==> src/rtl/converter_pkg.sv <==
// Constants for the converter control and result block.
// Assumes an 8-bit special-function register port on the system clock.
package converter_pkg;
  // Register addresses; control is fixed, the others are local choices
  localparam logic [7:0] CONTROL_ADDR = 8'hE8;
  localparam logic [7:0] CONFIG_ADDR = 8'hBC;
  localparam logic [7:0] RESULT_HI_ADDR = 8'hBE;
  localparam logic [7:0] RESULT_LO_ADDR = 8'hBD;
  localparam logic [7:0] LOWER_HI_ADDR = 8'hC4;
  localparam logic [7:0] LOWER_LO_ADDR = 8'hC3;
  localparam logic [7:0] UPPER_HI_ADDR = 8'hC6;
  localparam logic [7:0] UPPER_LO_ADDR = 8'hC5;
  // Control bit positions
  localparam int ENABLE_BIT = 7;
  localparam int BURST_BIT = 6;
  localparam int DONE_BIT = 5;
  localparam int ACTIVE_BIT = 4;
  localparam int WINDOW_BIT = 3;
  localparam int JUSTIFY_BIT = 2;
  // Config fields: repeat in [1:0], window mode in bit 2
  localparam int WINDOW_MODE_BIT = 2;
  localparam logic [7:0] CONTROL_RESET = 8'h00;
  localparam logic [7:0] CONFIG_RESET = 8'h00;
  localparam logic [15:0] LOWER_RESET = 16'h0000;
  localparam logic [15:0] UPPER_RESET = 16'hFFFF;
  // Start sources
  localparam logic [1:0] START_WRITE = 2'h0;
  localparam logic [1:0] START_TIMER3 = 2'h1;
  localparam logic [1:0] START_PIN = 2'h2;
  localparam logic [1:0] START_TIMER2 = 2'h3;
  // Repeat encodings: 1, 4, 8, 16
  localparam logic [1:0] REPEAT_1 = 2'h0;
  localparam logic [1:0] REPEAT_4 = 2'h1;
  localparam logic [1:0] REPEAT_8 = 2'h2;
  // Conversion timing
  localparam int SAR_PERIODS = 13;
  localparam int EXTRA_CYCLES = 2;
  localparam int SAR_DIVIDE = 4;
  localparam int CONVERT_CYCLES = SAR_PERIODS * SAR_DIVIDE + EXTRA_CYCLES;
  localparam real BURST_MAX_MHZ = 25.0;
endpackage

==> src/rtl/converter_ctrl.sv <==
// Control, result and window logic of a 12-bit converter.
// Assumes an analog core answering each sample request with sar_code.
//
// Summary of operation
// Single conversion refreshes 12-bit unsigned result
// Justify select chooses right or left alignment
// Unused result bits read as zero
// Series result updated once after last conversion
// Repeat field selects 1, 4, 8 or 16
// Software keeps right justify when accumulating
// Bit 7 enables converter, else shutdown
// Bit 6 enables burst mode
// Burst mode selects burst oscillator clock
// Conversion lasts 13 SAR periods plus 2
// Inside window: lower < result < upper
// Outside window: result below lower or above upper
// Done flag when active falls at series end, not on abort; flags sticky
// Start source selects write, timers or pin
`timescale 1ns/100ps
module converter_ctrl (
  input wire logic sys_clk,
  input wire logic rst_b,
  input wire logic [7:0] sfr_addr,
  input wire logic [7:0] sfr_wdata,
  input wire logic sfr_wr,
  input wire logic sfr_rd,
  output logic [7:0] sfr_rdata,
  input wire logic timer2_overflow,
  input wire logic timer3_overflow,
  input wire logic external_convert_start,
  input wire logic [11:0] sar_code,
  output logic converter_powered,
  output logic burst_clock_select,
  output logic sample_hold,
  output logic window_match_flag,
  output logic conversion_done_flag
);
  typedef enum logic [1:0] {IDLE, CONVERT, FINISH} phase_t;
  typedef struct packed {
    phase_t phase;
    logic [7:0] control_reg;
    logic [7:0] config_reg;
    logic [15:0] result_reg;
    logic [15:0] lower_reg;
    logic [15:0] upper_reg;
    logic [7:0] cycle_reg;
    logic [4:0] count_reg;
    logic pin_meta_reg;
    logic pin_sync_reg;
    logic pin_prev_reg;
    logic [7:0] rdata_reg;
  } ctrl_state_t;
  ctrl_state_t st_reg;
  ctrl_state_t st_next;
  logic [15:0] acc_sum;
  logic acc_clear;
  logic acc_add;
  logic [4:0] series_len;
  logic start_event;
  logic [15:0] new_result;
  logic in_window;
  logic out_window;
  logic [15:0] final_sum;

  sample_sum u_sum (
    .sys_clk(sys_clk),
    .rst_b(rst_b),
    .clear(acc_clear),
    .add(acc_add),
    .sample(sar_code),
    .sum(acc_sum)
  );

  always_comb
  begin
    case (st_reg.config_reg[1:0])
      converter_pkg::REPEAT_1: series_len = 5'd1;
      converter_pkg::REPEAT_4: series_len = 5'd4;
      converter_pkg::REPEAT_8: series_len = 5'd8;
      default: series_len = 5'd16;
    endcase
    case (st_reg.control_reg[1:0])
      converter_pkg::START_WRITE: start_event = sfr_wr &&
        sfr_addr == converter_pkg::CONTROL_ADDR && sfr_wdata[converter_pkg::ACTIVE_BIT];
      converter_pkg::START_TIMER3: start_event = timer3_overflow;
      converter_pkg::START_PIN: start_event = st_reg.pin_sync_reg && !st_reg.pin_prev_reg;
      default: start_event = timer2_overflow;
    endcase
  end

  assign acc_clear = st_reg.phase == IDLE;
  assign acc_add = st_reg.phase == CONVERT &&
    st_reg.cycle_reg == 8'(converter_pkg::CONVERT_CYCLES - 1);
  assign final_sum = acc_sum + {4'h0, sar_code};

  always_comb
  begin
    // Right justify unless single shot with left select; see
    if (series_len == 5'd1)
    begin
      if (st_reg.control_reg[converter_pkg::JUSTIFY_BIT])
        new_result = {sar_code, 4'h0};
      else
        new_result = {4'h0, sar_code};
    end
    else
      new_result = final_sum;
  end

  always_comb
  begin
    st_next = st_reg;
    st_next.pin_meta_reg = external_convert_start;
    st_next.pin_sync_reg = st_reg.pin_meta_reg;
    st_next.pin_prev_reg = st_reg.pin_sync_reg;
    st_next.rdata_reg = 8'h00;
    if (sfr_rd)
    begin
      case (sfr_addr)
        converter_pkg::CONTROL_ADDR: st_next.rdata_reg = st_reg.control_reg;
        converter_pkg::CONFIG_ADDR: st_next.rdata_reg = st_reg.config_reg;
        converter_pkg::RESULT_HI_ADDR: st_next.rdata_reg = st_reg.result_reg[15:8];
        converter_pkg::RESULT_LO_ADDR: st_next.rdata_reg = st_reg.result_reg[7:0];
        converter_pkg::LOWER_HI_ADDR: st_next.rdata_reg = st_reg.lower_reg[15:8];
        converter_pkg::LOWER_LO_ADDR: st_next.rdata_reg = st_reg.lower_reg[7:0];
        converter_pkg::UPPER_HI_ADDR: st_next.rdata_reg = st_reg.upper_reg[15:8];
        converter_pkg::UPPER_LO_ADDR: st_next.rdata_reg = st_reg.upper_reg[7:0];
        default: st_next.rdata_reg = 8'h00;
      endcase
    end
    if (sfr_wr)
    begin
      case (sfr_addr)
        converter_pkg::CONTROL_ADDR:
        begin
          // Active bit is hardware owned; writing 1 only triggers
          st_next.control_reg = {sfr_wdata[7:5],
            st_reg.control_reg[converter_pkg::ACTIVE_BIT], sfr_wdata[3:0]};
        end
        converter_pkg::CONFIG_ADDR: st_next.config_reg = sfr_wdata;
        converter_pkg::LOWER_HI_ADDR: st_next.lower_reg[15:8] = sfr_wdata;
        converter_pkg::LOWER_LO_ADDR: st_next.lower_reg[7:0] = sfr_wdata;
        converter_pkg::UPPER_HI_ADDR: st_next.upper_reg[15:8] = sfr_wdata;
        converter_pkg::UPPER_LO_ADDR: st_next.upper_reg[7:0] = sfr_wdata;
        default: st_next.config_reg = st_reg.config_reg;
      endcase
    end
    case (st_reg.phase)
      IDLE:
      begin
        if (start_event && st_reg.control_reg[converter_pkg::ENABLE_BIT])
        begin
          st_next.phase = CONVERT;
          st_next.cycle_reg = 8'h00;
          st_next.count_reg = 5'h00;
          st_next.control_reg[converter_pkg::ACTIVE_BIT] = 1'b1;
        end
      end
      CONVERT:
      begin
        // 13 SAR periods plus 2 start/finish cycles; see
        if (st_reg.cycle_reg == 8'(converter_pkg::CONVERT_CYCLES - 1))
        begin
          st_next.cycle_reg = 8'h00;
          st_next.count_reg = st_reg.count_reg + 5'd1;
          if (st_reg.count_reg + 5'd1 == series_len)
            st_next.phase = FINISH;
        end
        else
          st_next.cycle_reg = st_reg.cycle_reg + 8'd1;
        if (acc_add && st_reg.count_reg + 5'd1 == series_len)
          st_next.result_reg = new_result;
      end
      FINISH:
      begin
        st_next.phase = IDLE;
        // Active falls; done and window set win over a same-cycle clear
        st_next.control_reg[converter_pkg::ACTIVE_BIT] = 1'b0;
        st_next.control_reg[converter_pkg::DONE_BIT] = 1'b1;
        if (st_reg.config_reg[converter_pkg::WINDOW_MODE_BIT] ?
          out_window : in_window)
          st_next.control_reg[converter_pkg::WINDOW_BIT] = 1'b1;
      end
      default: st_next.phase = IDLE;
    endcase
    // Clearing enable stops at once, also in the writing cycle; see
    if (!st_next.control_reg[converter_pkg::ENABLE_BIT] && st_next.phase != IDLE)
    begin
      st_next.phase = IDLE;
      st_next.control_reg[converter_pkg::ACTIVE_BIT] = 1'b0;
    end
  end

  // Window test on the stored result word
  always_comb
  begin
    in_window = st_reg.result_reg > st_reg.lower_reg &&
      st_reg.result_reg < st_reg.upper_reg;
    out_window = st_reg.result_reg < st_reg.lower_reg ||
      st_reg.result_reg > st_reg.upper_reg;
  end

  always_ff @(posedge sys_clk or negedge rst_b)
  begin
    if (!rst_b)
    begin
      st_reg <= '0;
      st_reg.phase <= IDLE;
      st_reg.control_reg <= converter_pkg::CONTROL_RESET;
      st_reg.config_reg <= converter_pkg::CONFIG_RESET;
      st_reg.lower_reg <= converter_pkg::LOWER_RESET;
      st_reg.upper_reg <= converter_pkg::UPPER_RESET;
    end
    else
      st_reg <= st_next;
  end

  assign sfr_rdata = st_reg.rdata_reg;
  assign converter_powered = st_reg.control_reg[converter_pkg::ENABLE_BIT];
  assign burst_clock_select = st_reg.control_reg[converter_pkg::BURST_BIT];
  assign sample_hold = st_reg.phase == CONVERT;
  assign window_match_flag = st_reg.control_reg[converter_pkg::WINDOW_BIT];
  assign conversion_done_flag = st_reg.control_reg[converter_pkg::DONE_BIT];
endmodule // converter_ctrl

==> src/rtl/sample_sum.sv <==
// Accumulator for a series of converter samples.
// Assumes samples arrive on the system clock with a one-cycle strobe.
`timescale 1ns/100ps
module sample_sum (
  input wire logic sys_clk,
  input wire logic rst_b,
  input wire logic clear,
  input wire logic add,
  input wire logic [11:0] sample,
  output logic [15:0] sum
);
  typedef struct packed {
    logic [15:0] sum_reg;
  } sum_state_t;
  sum_state_t st_reg;
  sum_state_t st_next;

  always_comb
  begin
    st_next = st_reg;
    if (clear)
      st_next.sum_reg = 16'h0000;
    else if (add)
      st_next.sum_reg = st_reg.sum_reg + {4'h0, sample};
  end

  always_ff @(posedge sys_clk or negedge rst_b)
  begin
    if (!rst_b)
      st_reg <= '0;
    else
      st_reg <= st_next;
  end

  assign sum = st_reg.sum_reg;
endmodule // sample_sum
==> config.mk <==
export PLATFORM = sky130hd
export DESIGN_NAME = converter_ctrl
export DESIGN_NICKNAME = d
export VERILOG_FILES = /design/src/rtl/converter_pkg.sv /design/src/rtl/converter_ctrl.sv /design/src/rtl/sample_sum.sv
export SDC_FILE = /design/constraint.sdc
export NUM_CORES = 1
export LEC_CHECK = 0
export BUFFER_PORTS_ARGS = -buffer_cell sky130_fd_sc_hd__clkbuf_2
export CAP_MARGIN = 25
export CORE_MARGIN = 2
export CORE_UTILIZATION = 60
export CTS_CLUSTER_DIAMETER = 80
export DETAILED_ROUTE_END_ITERATION = 16
export GPL_ROUTABILITY_DRIVEN = 1
export PLACE_DENSITY_LB_ADDON = 0.1
export RECOVER_POWER = 100
export SKIP_CTS_REPAIR_TIMING = 1
export SYNTH_ARGS = -nofsm -noshare
export SYNTH_HDL_FRONTEND = slang
export SYNTH_HIERARCHICAL = 1
export SYNTH_SLANG_ARGS = --single-unit
==> constraint.sdc <==
create_clock -name sys_clk -period 7.34 [get_ports sys_clk]
set_clock_uncertainty 0.2 [all_clocks]
set_input_delay 0.734 -clock sys_clk [delete_from_list [all_inputs] [get_ports sys_clk]]
set_output_delay 0.734 -clock sys_clk [all_outputs]
set_load 0.05 [all_outputs]
======== Word level (Yosys, flattened, before mapping) ========
Index checks and enable logic that the tools add are counted.
operators by class
  $add $sub $neg .......................... 3
  multiply operators ...................... 0
  divide/modulo/power cells ............... 0
  order comparisons ....................... 4
  equal/unequal tests ..................... 19
  shift-type cells ........................ 0
  muxes and demuxes ....................... 27
  bitwise logic cells ..................... 0
  reduce and logical (&&, ||, !) cells .... 29
operators with widths
  operator               count
  $mux W16               5
  $eq A8 B8 Y1 const B   8
  $pmux W8 S8            1
  $gt A16 B16 Y1         2
  $lt A16 B16 Y1         2
  $mux W8                4
  $pmux W13 S2           1
  $reduce_and A2 Y1      9
  $add A16 B12 Y16       1
  $pmux W5 S3            1
  $mux W13               1
  $reduce_bool A2 Y1     5
  $add A8 B1 Y8 const B  1
  $eq A8 B6 Y1 const B   1
  $logic_and A1 B1 Y1    8
  $mux W2                4
  $eq A2 B1 Y1 const B   3
  $eq A2 B2 Y1 const B   3
  $logic_not A2 Y1       3
  $mux W1                6
  $add A5 B1 Y5 const B  1
  $eq A5 B1 Y1 const B   1
  $eq A5 B5 Y1           1
  $mux W5                1
  7 further kinds        9
word-level totals
  register bits after elaboration ......... 106
  bits in latches ......................... 0
  bits in writable memories ............... 0
  bits in read-only memories .............. 0
  output and inout bits ................... 13
  word-level logic and storage cells ...... 99
  memories ................................ 0

======== Longest topological paths before layout ========
Gate-level depths: netlist of run 1.
  depth in word-level cells ............... 10
  depth in mapped cells ................... 10

======== By module ========
Netlist of run 1, hierarchy kept.
modules (own cells, without submodules)
  module          instances  cells each  area an instance (um^2)  seq. area each (um^2)
  converter_ctrl  1          648         6,044.5                  2,272.2
  sample_sum      1          125         1,204.9                  400.4

======== Worst setup path after synthesis of run 1 ========
Ideal clock, no wire load.
  path type ............................... input -> register
  start point ............................. input sar_code[0]
  end point ............................... register st_reg[62] (netlist bit)
  library setup time ...................... 125 ps
  data arrival time ....................... 2,452 ps
  data required time ...................... 7,015 ps
  slack ................................... 4,563 ps
  stages on the path ...................... 9
  path through ............................ ha_1 inv_1 fa_1 nor2b_1 o31a_1 o21a_1 or3_1 a31o_2 mux2_4
on the way
  longest elaborated chain between the ends .. 2
ends and longest elaborated chain
  element               RTL line               RTL
  start, declared       converter_ctrl.sv:31   input wire logic [11:0] sar_code,
  $add A16 B12 Y16      converter_ctrl.sv:94   assign final_sum = acc_sum + {4'h0, sar_code};
  $mux W16              converter_ctrl.sv:99   if (series_len == 5'd1)
  end signal, assigned  converter_ctrl.sv:215  st_reg <= st_next;
  end, declared         converter_ctrl.sv:53   ctrl_state_t st_reg;
Every way passes these cells.
A chain may end at the register's enable or synchronous reset.

======== Final worst setup path of run 1 ========
  start point ............................. input sfr_addr[0]
  end point ............................... register st_reg[46] (netlist bit)
on the way
  longest elaborated chain between the ends .. 2
ends and longest elaborated chain
  element                      RTL line               RTL
  start, declared              converter_ctrl.sv:23   input wire logic [7:0] sfr_addr,
  $eq A8 B8 Y1                 converter_ctrl.sv:133  case (sfr_addr)
  $reduce_and A2 Y1 (no line)  -
Every way passes these cells.

==> results.sh, run 1 <==
export IMPL_worstPathRequired_ns=7.38
export IMPL_rrSetupSlack_ns=3.73
export IMPL_fillers=1032
export IMPL_yosys_cell_types_count=76
export IMPL_yosysSeqAreaShare_pct=36.87
export IMPL_numCtsBuffers=9
export IMPL_rows=40
export IMPL_postSynthAreaPerCell_um2=9.378
export IMPL_power_total_w=0.001339
export IMPL_via_count=6198
export IMPL_hp_start="st_next[9]"
export IMPL_grt_pass1_vias=5956
export IMPL_fmax_ghz=0.2557
export IMPL_grt_usage_pct=29.99
export IMPL_drive_above_1_share_pct=13.04
export IMPL_fin_tns_setup_ns=0
export IMPL_wl_per_cell_um=20.03
export IMPL_tightest_slew_ns=1.837
export IMPL_grt_pass1_wl_um=30490
export IMPL_coreArea_mm2=0.01191
export IMPL_clock_sinks=106
export IMPL_cts_tree="yes"
export IMPL_min_path_cells=0
export IMPL_area_growth_pct=7.352
export IMPL_synth_area_top_cells="dfrtp_1 31%, ha_1 10%, dfstp_2 5.8%"
export IMPL_relSlewSlack_pct=-22.48
export IMPL_p_leak_nw=3.432
export IMPL_start_util_pct=60.86
export IMPL_r2r_start="st_reg[17]"
export IMPL_async_reset_ff_share_pct=100.0
export IMPL_diodes=0
export IMPL_synth_area_mm2=0.007249
export IMPL_first_pass_iters=5
export IMPL_drc=0
export IMPL_gp_congestion=0.9427
export IMPL_yosysTopAreaCell="dfrtp_1"
export IMPL_clk_pin_slew_ns=0.07
export IMPL_yosys_register_bits=106
export IMPL_htreeDepth=3
export IMPL_mostFrequentLayoutCells="90 x dfrtp_1, 59 x ha_1, 57 x o21ai_0, 53 x nand2_1, 53 x a21oi_1"
export IMPL_cp_start_kind="primary input"
export IMPL_ant_nets=0
export IMPL_largest_reg_flops=76
export IMPL_crit_fanout=18
export IMPL_drt_iter0_markers=510
export IMPL_finalHoldViolCount=0
export IMPL_cp_end_kind="register"
export IMPL_arrival_ns=3.95
export IMPL_root_buffer="clkbuf_16"
export IMPL_status="finished, violations left"
export IMPL_grt_max_degree=75
export IMPL_yosys_most_used_dff="dfrtp_1"
export IMPL_setup_violations_final=0
export IMPL_fin_crit_sh_pct=53.28
export IMPL_timing_rr_end="st_reg[60]"
export IMPL_hold_path_class="reg -> reg"
export IMPL_slew_viol_final=34
export IMPL_yosysWarnings=6
export IMPL_syn_nets=869
export IMPL_io_pins=48
export IMPL_path_class="in -> reg"
export IMPL_holdPathEnd="st_next[8]"
export IMPL_fin_crit_ns=3.911
export IMPL_synth_edf_count=0
export IMPL_final_common_cell="dfrtp_1"
export IMPL_rsz0062_at_grt="false"
export IMPL_power_density_mw_per_mm2=172.1
export IMPL_r2r_cells=8
export IMPL_yosys_area_top_type_share_pct=31.07
export IMPL_num_nets_final=896
export IMPL_dpl_hpwl_um=14100
export IMPL_antenna_found_initial=0
export IMPL_clock_path_buffers=2
export IMPL_fp_dieW_um=113.9
export IMPL_finalWirelength_um=19070
export IMPL_gr_total_overflow=0
export IMPL_violations="capacitance limit, slew limit"
export IMPL_dieArea_mm2=0.01298
export IMPL_maxCapViolCount=1
export IMPL_clkLatencyLatePin_ns=0.36
export IMPL_synth_cells=773
export IMPL_drt_vias_per_instance=6.511
export IMPL_portBuffers=47
export IMPL_ir_drop_mv=0.1023
export IMPL_fp_dieH_um=113.9
-- synth_stat cells, drive strengths merged, types with 4 or more instances --
library cell,n
a21oi,54
a222oi,4
o21ai,60
mux2i,24
inv,48
a22o,6
a211o,4
a21boi,5
nand3,35
nand4,13
xnor2,17
buf,12
clkbuf,24
or3,7
nand3b,5
o211ai,7
a211oi,11
o31ai,6
dfrtp,90
nor2,52
o21a,6
a31oi,6
nand2b,5
nor2b,10
ha,59
a21o,8
dfstp,16
a22oi,4
nor3,9
xor2,8
and3,8
nand2,53
mux2,42
-- per-stage QoR --
step	utilization (%)	setup WS, ns	hold WS, ns	instances	instance area (µm²)
final	65.34	3.429	0.1507	952	7782
after global routing	65.34	3.288	0.1686	952	7782
after CTS	65.81	3.927	0.1312	951	7839
after detailed placement	63.25	3.944	0.1425	935	7533
after global placement	63.25	4.080	0.1360	935	7533
after floorplan	-	4.563	0.1312	773	7249
-- worst max-delay path by stage --
stage                startpoint       endpoint  slack, ns  cells after the start
floorplan           sar_code[0]     st_reg[62]       4.56                      9
global placement     st_reg[16]  u_sum/sum[14]       4.08                      8
detailed placement   st_reg[16]  u_sum/sum[14]       3.94                      8
CTS                  st_reg[16]  u_sum/sum[14]       3.93                      8
global route        sfr_addr[0]     st_reg[46]       3.29                      5
finish              sfr_addr[0]     st_reg[46]       3.43                      5
-- final cells by class --
class	count	area (µm²)	area share [%]
clock buffer	13	240.2	3.087
clock inverter	3	65.06	0.8360
tap	147	183.9	2.363
sequential	106	2673	34.34
timing repair buffer	52	245.2	3.151
multi-input combinational	582	4192	53.86
inverter	49	183.9	2.363
-- worst max-delay path, cell delays in order --
cell	delay, ns
clkbuf_1	0.81
nand3_1	0.21
nor3b_1	1.05
nand2_1	0.67
mux2_2	0.47
-- kinds of logic after synthesis --
kind of cell | synth area share (%)
flip-flops | 36.87
XOR/XNOR | 3.020
buffers and inverters | 4.936
AO/OA/AOI/OAI | 19.12
AND/OR/NAND/NOR | 15.22
multiplexers | 10.10
adder cells (fa/ha/maj) | 10.74
-- report_power, final --
group	total (W)	internal (W)	switching, W	leakage (nW)
logic	0.000187	0.0000724	0.000114	1.97
registers	0.000638	0.000613	0.0000253	1.31
clock network	0.000514	0.000299	0.000215	0.148
total	0.00134	0.000985	0.000355	3.43
-- per-layer routing --
layer | vias up | part of all wire, % | global-route usage [%] | wire (µm)
li1 | 2895 | - | - | -
met1 | 2998 | 42 | 37.96 | 8081
met2 | 251 | 48 | 50.00 | 9212
met3 | 54 | 5.7 | 6.270 | 1090
met4 | 0 | 3.6 | 12.60 | 686
met5 | - | 0 | 0 | 0
Power figures use the tool's default switching activity.
==> run 2, diff against run 1 <==
==> constraint.sdc (replaced) <==
create_clock -name sys_clk -period 4.1 [get_ports sys_clk]
set_clock_uncertainty 0.2 [all_clocks]
set_input_delay 0.41 -clock sys_clk [delete_from_list [all_inputs] [get_ports sys_clk]]
set_output_delay 0.41 -clock sys_clk [all_outputs]
set_load 0.05 [all_outputs]
==> results.sh, run 2 (same netlist as run 1, synthesis figures left out) <==
export IMPL_r2r_start="st_reg[17]"
export IMPL_status="finished, violations left"
export IMPL_timing_rr_end="st_reg[63]"
export IMPL_drt_vias_per_instance=6.484
export IMPL_dieArea_mm2=0.01298
export IMPL_rrSetupSlack_ns=0.92
export IMPL_dpl_hpwl_um=14250
export IMPL_cts_tree="yes"
export IMPL_setup_ws_ns=0.6736
export IMPL_gp_congestion=0.9199
export IMPL_root_buffer="clkbuf_16"
export IMPL_clock_sinks=106
export IMPL_area_growth_pct=7.404
export IMPL_fmax_ghz=0.2919
export IMPL_relSlewSlack_pct=-17.24
export IMPL_crit_fanout=18
export IMPL_power_density_mw_per_mm2=299.5
export IMPL_drt_iter0_markers=498
export IMPL_setup_violations_final=0
export IMPL_maxCapViolCount=1
export IMPL_cp_end_kind="register"
export IMPL_power_total_w=0.002332
export IMPL_drc=0
export IMPL_diodes=0
export IMPL_r2r_cells=8
export IMPL_fin_tns_setup_ns=0
export IMPL_drive_above_1_share_pct=13.60
export IMPL_fin_crit_ns=3.426
export IMPL_coreArea_mm2=0.01191
export IMPL_finalHoldViolCount=0
export IMPL_top_usage_layer="met2"
export IMPL_ant_nets=0
export IMPL_hp_start="sfr_wdata[6]"
export IMPL_rows=40
export IMPL_hold_path_class="in -> reg"
export IMPL_mostFrequentLayoutCells="90 x dfrtp_1, 59 x ha_1, 57 x o21ai_0, 53 x nand2_1, 53 x a21oi_1"
export IMPL_finalWirelength_um=19110
export IMPL_fin_crit_sh_pct=83.57
export IMPL_gr_usage_met3_pct=4.729
export IMPL_tightest_slew_ns=1.759
export IMPL_num_nets_final=900
export IMPL_io_pins=48
export IMPL_largest_reg_flops=76
export IMPL_path_class="in -> reg"
export IMPL_clkLatencyLatePin_ns=0.37
export IMPL_clock_path_buffers=2
export IMPL_portBuffers=47
export IMPL_antenna_found_initial=0
export IMPL_ir_drop_mv=0.2529
export IMPL_via_count=6199
export IMPL_met1_usage_pct=39.02
export IMPL_grt_usage_pct=30.42
export IMPL_clk_pin_slew_ns=0.07
export IMPL_grt_max_degree=71
export IMPL_first_pass_iters=8
export IMPL_fin_util_pct=65.37
export IMPL_final_common_cell="dfrtp_1"
export IMPL_met2_usage_pct=49.40
export IMPL_numCtsBuffers=9
export IMPL_violations="capacitance limit, slew limit"
export IMPL_grt_pass1_vias=6014
export IMPL_dpl_worst_slack_ns=1.070
export IMPL_slew_viol_final=71
export IMPL_worstPathRequired_ns=4.15
export IMPL_fp_dieW_um=113.9
export IMPL_min_path_cells=3
export IMPL_p_leak_nw=3.435
export IMPL_rsz0062_at_grt="false"
export IMPL_fp_dieH_um=113.9
export IMPL_fillers=985
export IMPL_cp_start_kind="primary input"
export IMPL_holdPathEnd="st_reg[38]"
export IMPL_wl_per_cell_um=19.99
export IMPL_htreeDepth=3
export IMPL_grt_pass1_wl_um=30650
export IMPL_arrival_ns=3.48
export IMPL_gr_total_overflow=0
export IMPL_start_util_pct=60.86
==> run 2: cell types whose count changed in the layout (fill, tap and decap cells not counted) <==
cell	previous run	this run
clkinv_4	0	2
inv_6	0	2
dlygate4sd3_1	0	1
bufinv_16	2	0
clkinvlp_4	0	1
clkbuf_8	0	1
clkbuf_2	31	32
clkbuf_1	22	20
==> run 2: layer usage <==
layer	vias to the layer above	routed length, µm
met4	0	956
met1	2974	8188
met3	78	1011
li1	2885	-
met5	-	0
met2	262	8952
==> run 2: cell type report <==
class                   count  area, µm²  area share [%]
inverters                  49      183.9           2.362
clock inverters             6      47.55          0.6106
clock buffers              10      239.0           3.069
repair buffers             56      267.8           3.439
multi-input cells         582       4192           53.83
well taps                 147      183.9           2.362
flip-flops and latches    106       2673           34.32
==> run 2: worst max-delay path by stage <==
stage / startpoint / endpoint
after global routing: sfr_addr[0] / st_reg[45]
after global placement: st_reg[17] / u_sum/sum[13]
after detailed placement: st_reg[17] / u_sum/sum[14]
after CTS: st_reg[17] / u_sum/sum[14]
final: sfr_addr[0] / st_reg[45]
after floorplan: st_reg[17] / u_sum/sum[10]
==> run 2: power breakdown <==
group	internal, W	switching [W]	total, W	leakage (nW)
logic	0.000130	0.000208	0.000338	1.98
clock network	0.000434	0.000416	0.000850	0.139
registers	0.00110	0.0000465	0.00114	1.31
==> run 2: worst max-delay path, cell delays in order <==
cell and delay [ns]:
clkbuf_1 0.79, nand3_1 0.22, nor3b_1 1.03, nand2_1 0.58, mux2_2 0.43
==> run 2: per-stage QoR <==
step / cells / area (µm²) / hold WS [ns]
after global placement: 938 / 7556 / 0.1335
after CTS: 954 / 7843 / -0.05139
after global routing: 956 / 7786 / 0.1356
final: 956 / 7786 / 0.1126
after detailed placement: 938 / 7556 / 0.1363
after floorplan: 773 / 7249 / -0.08559
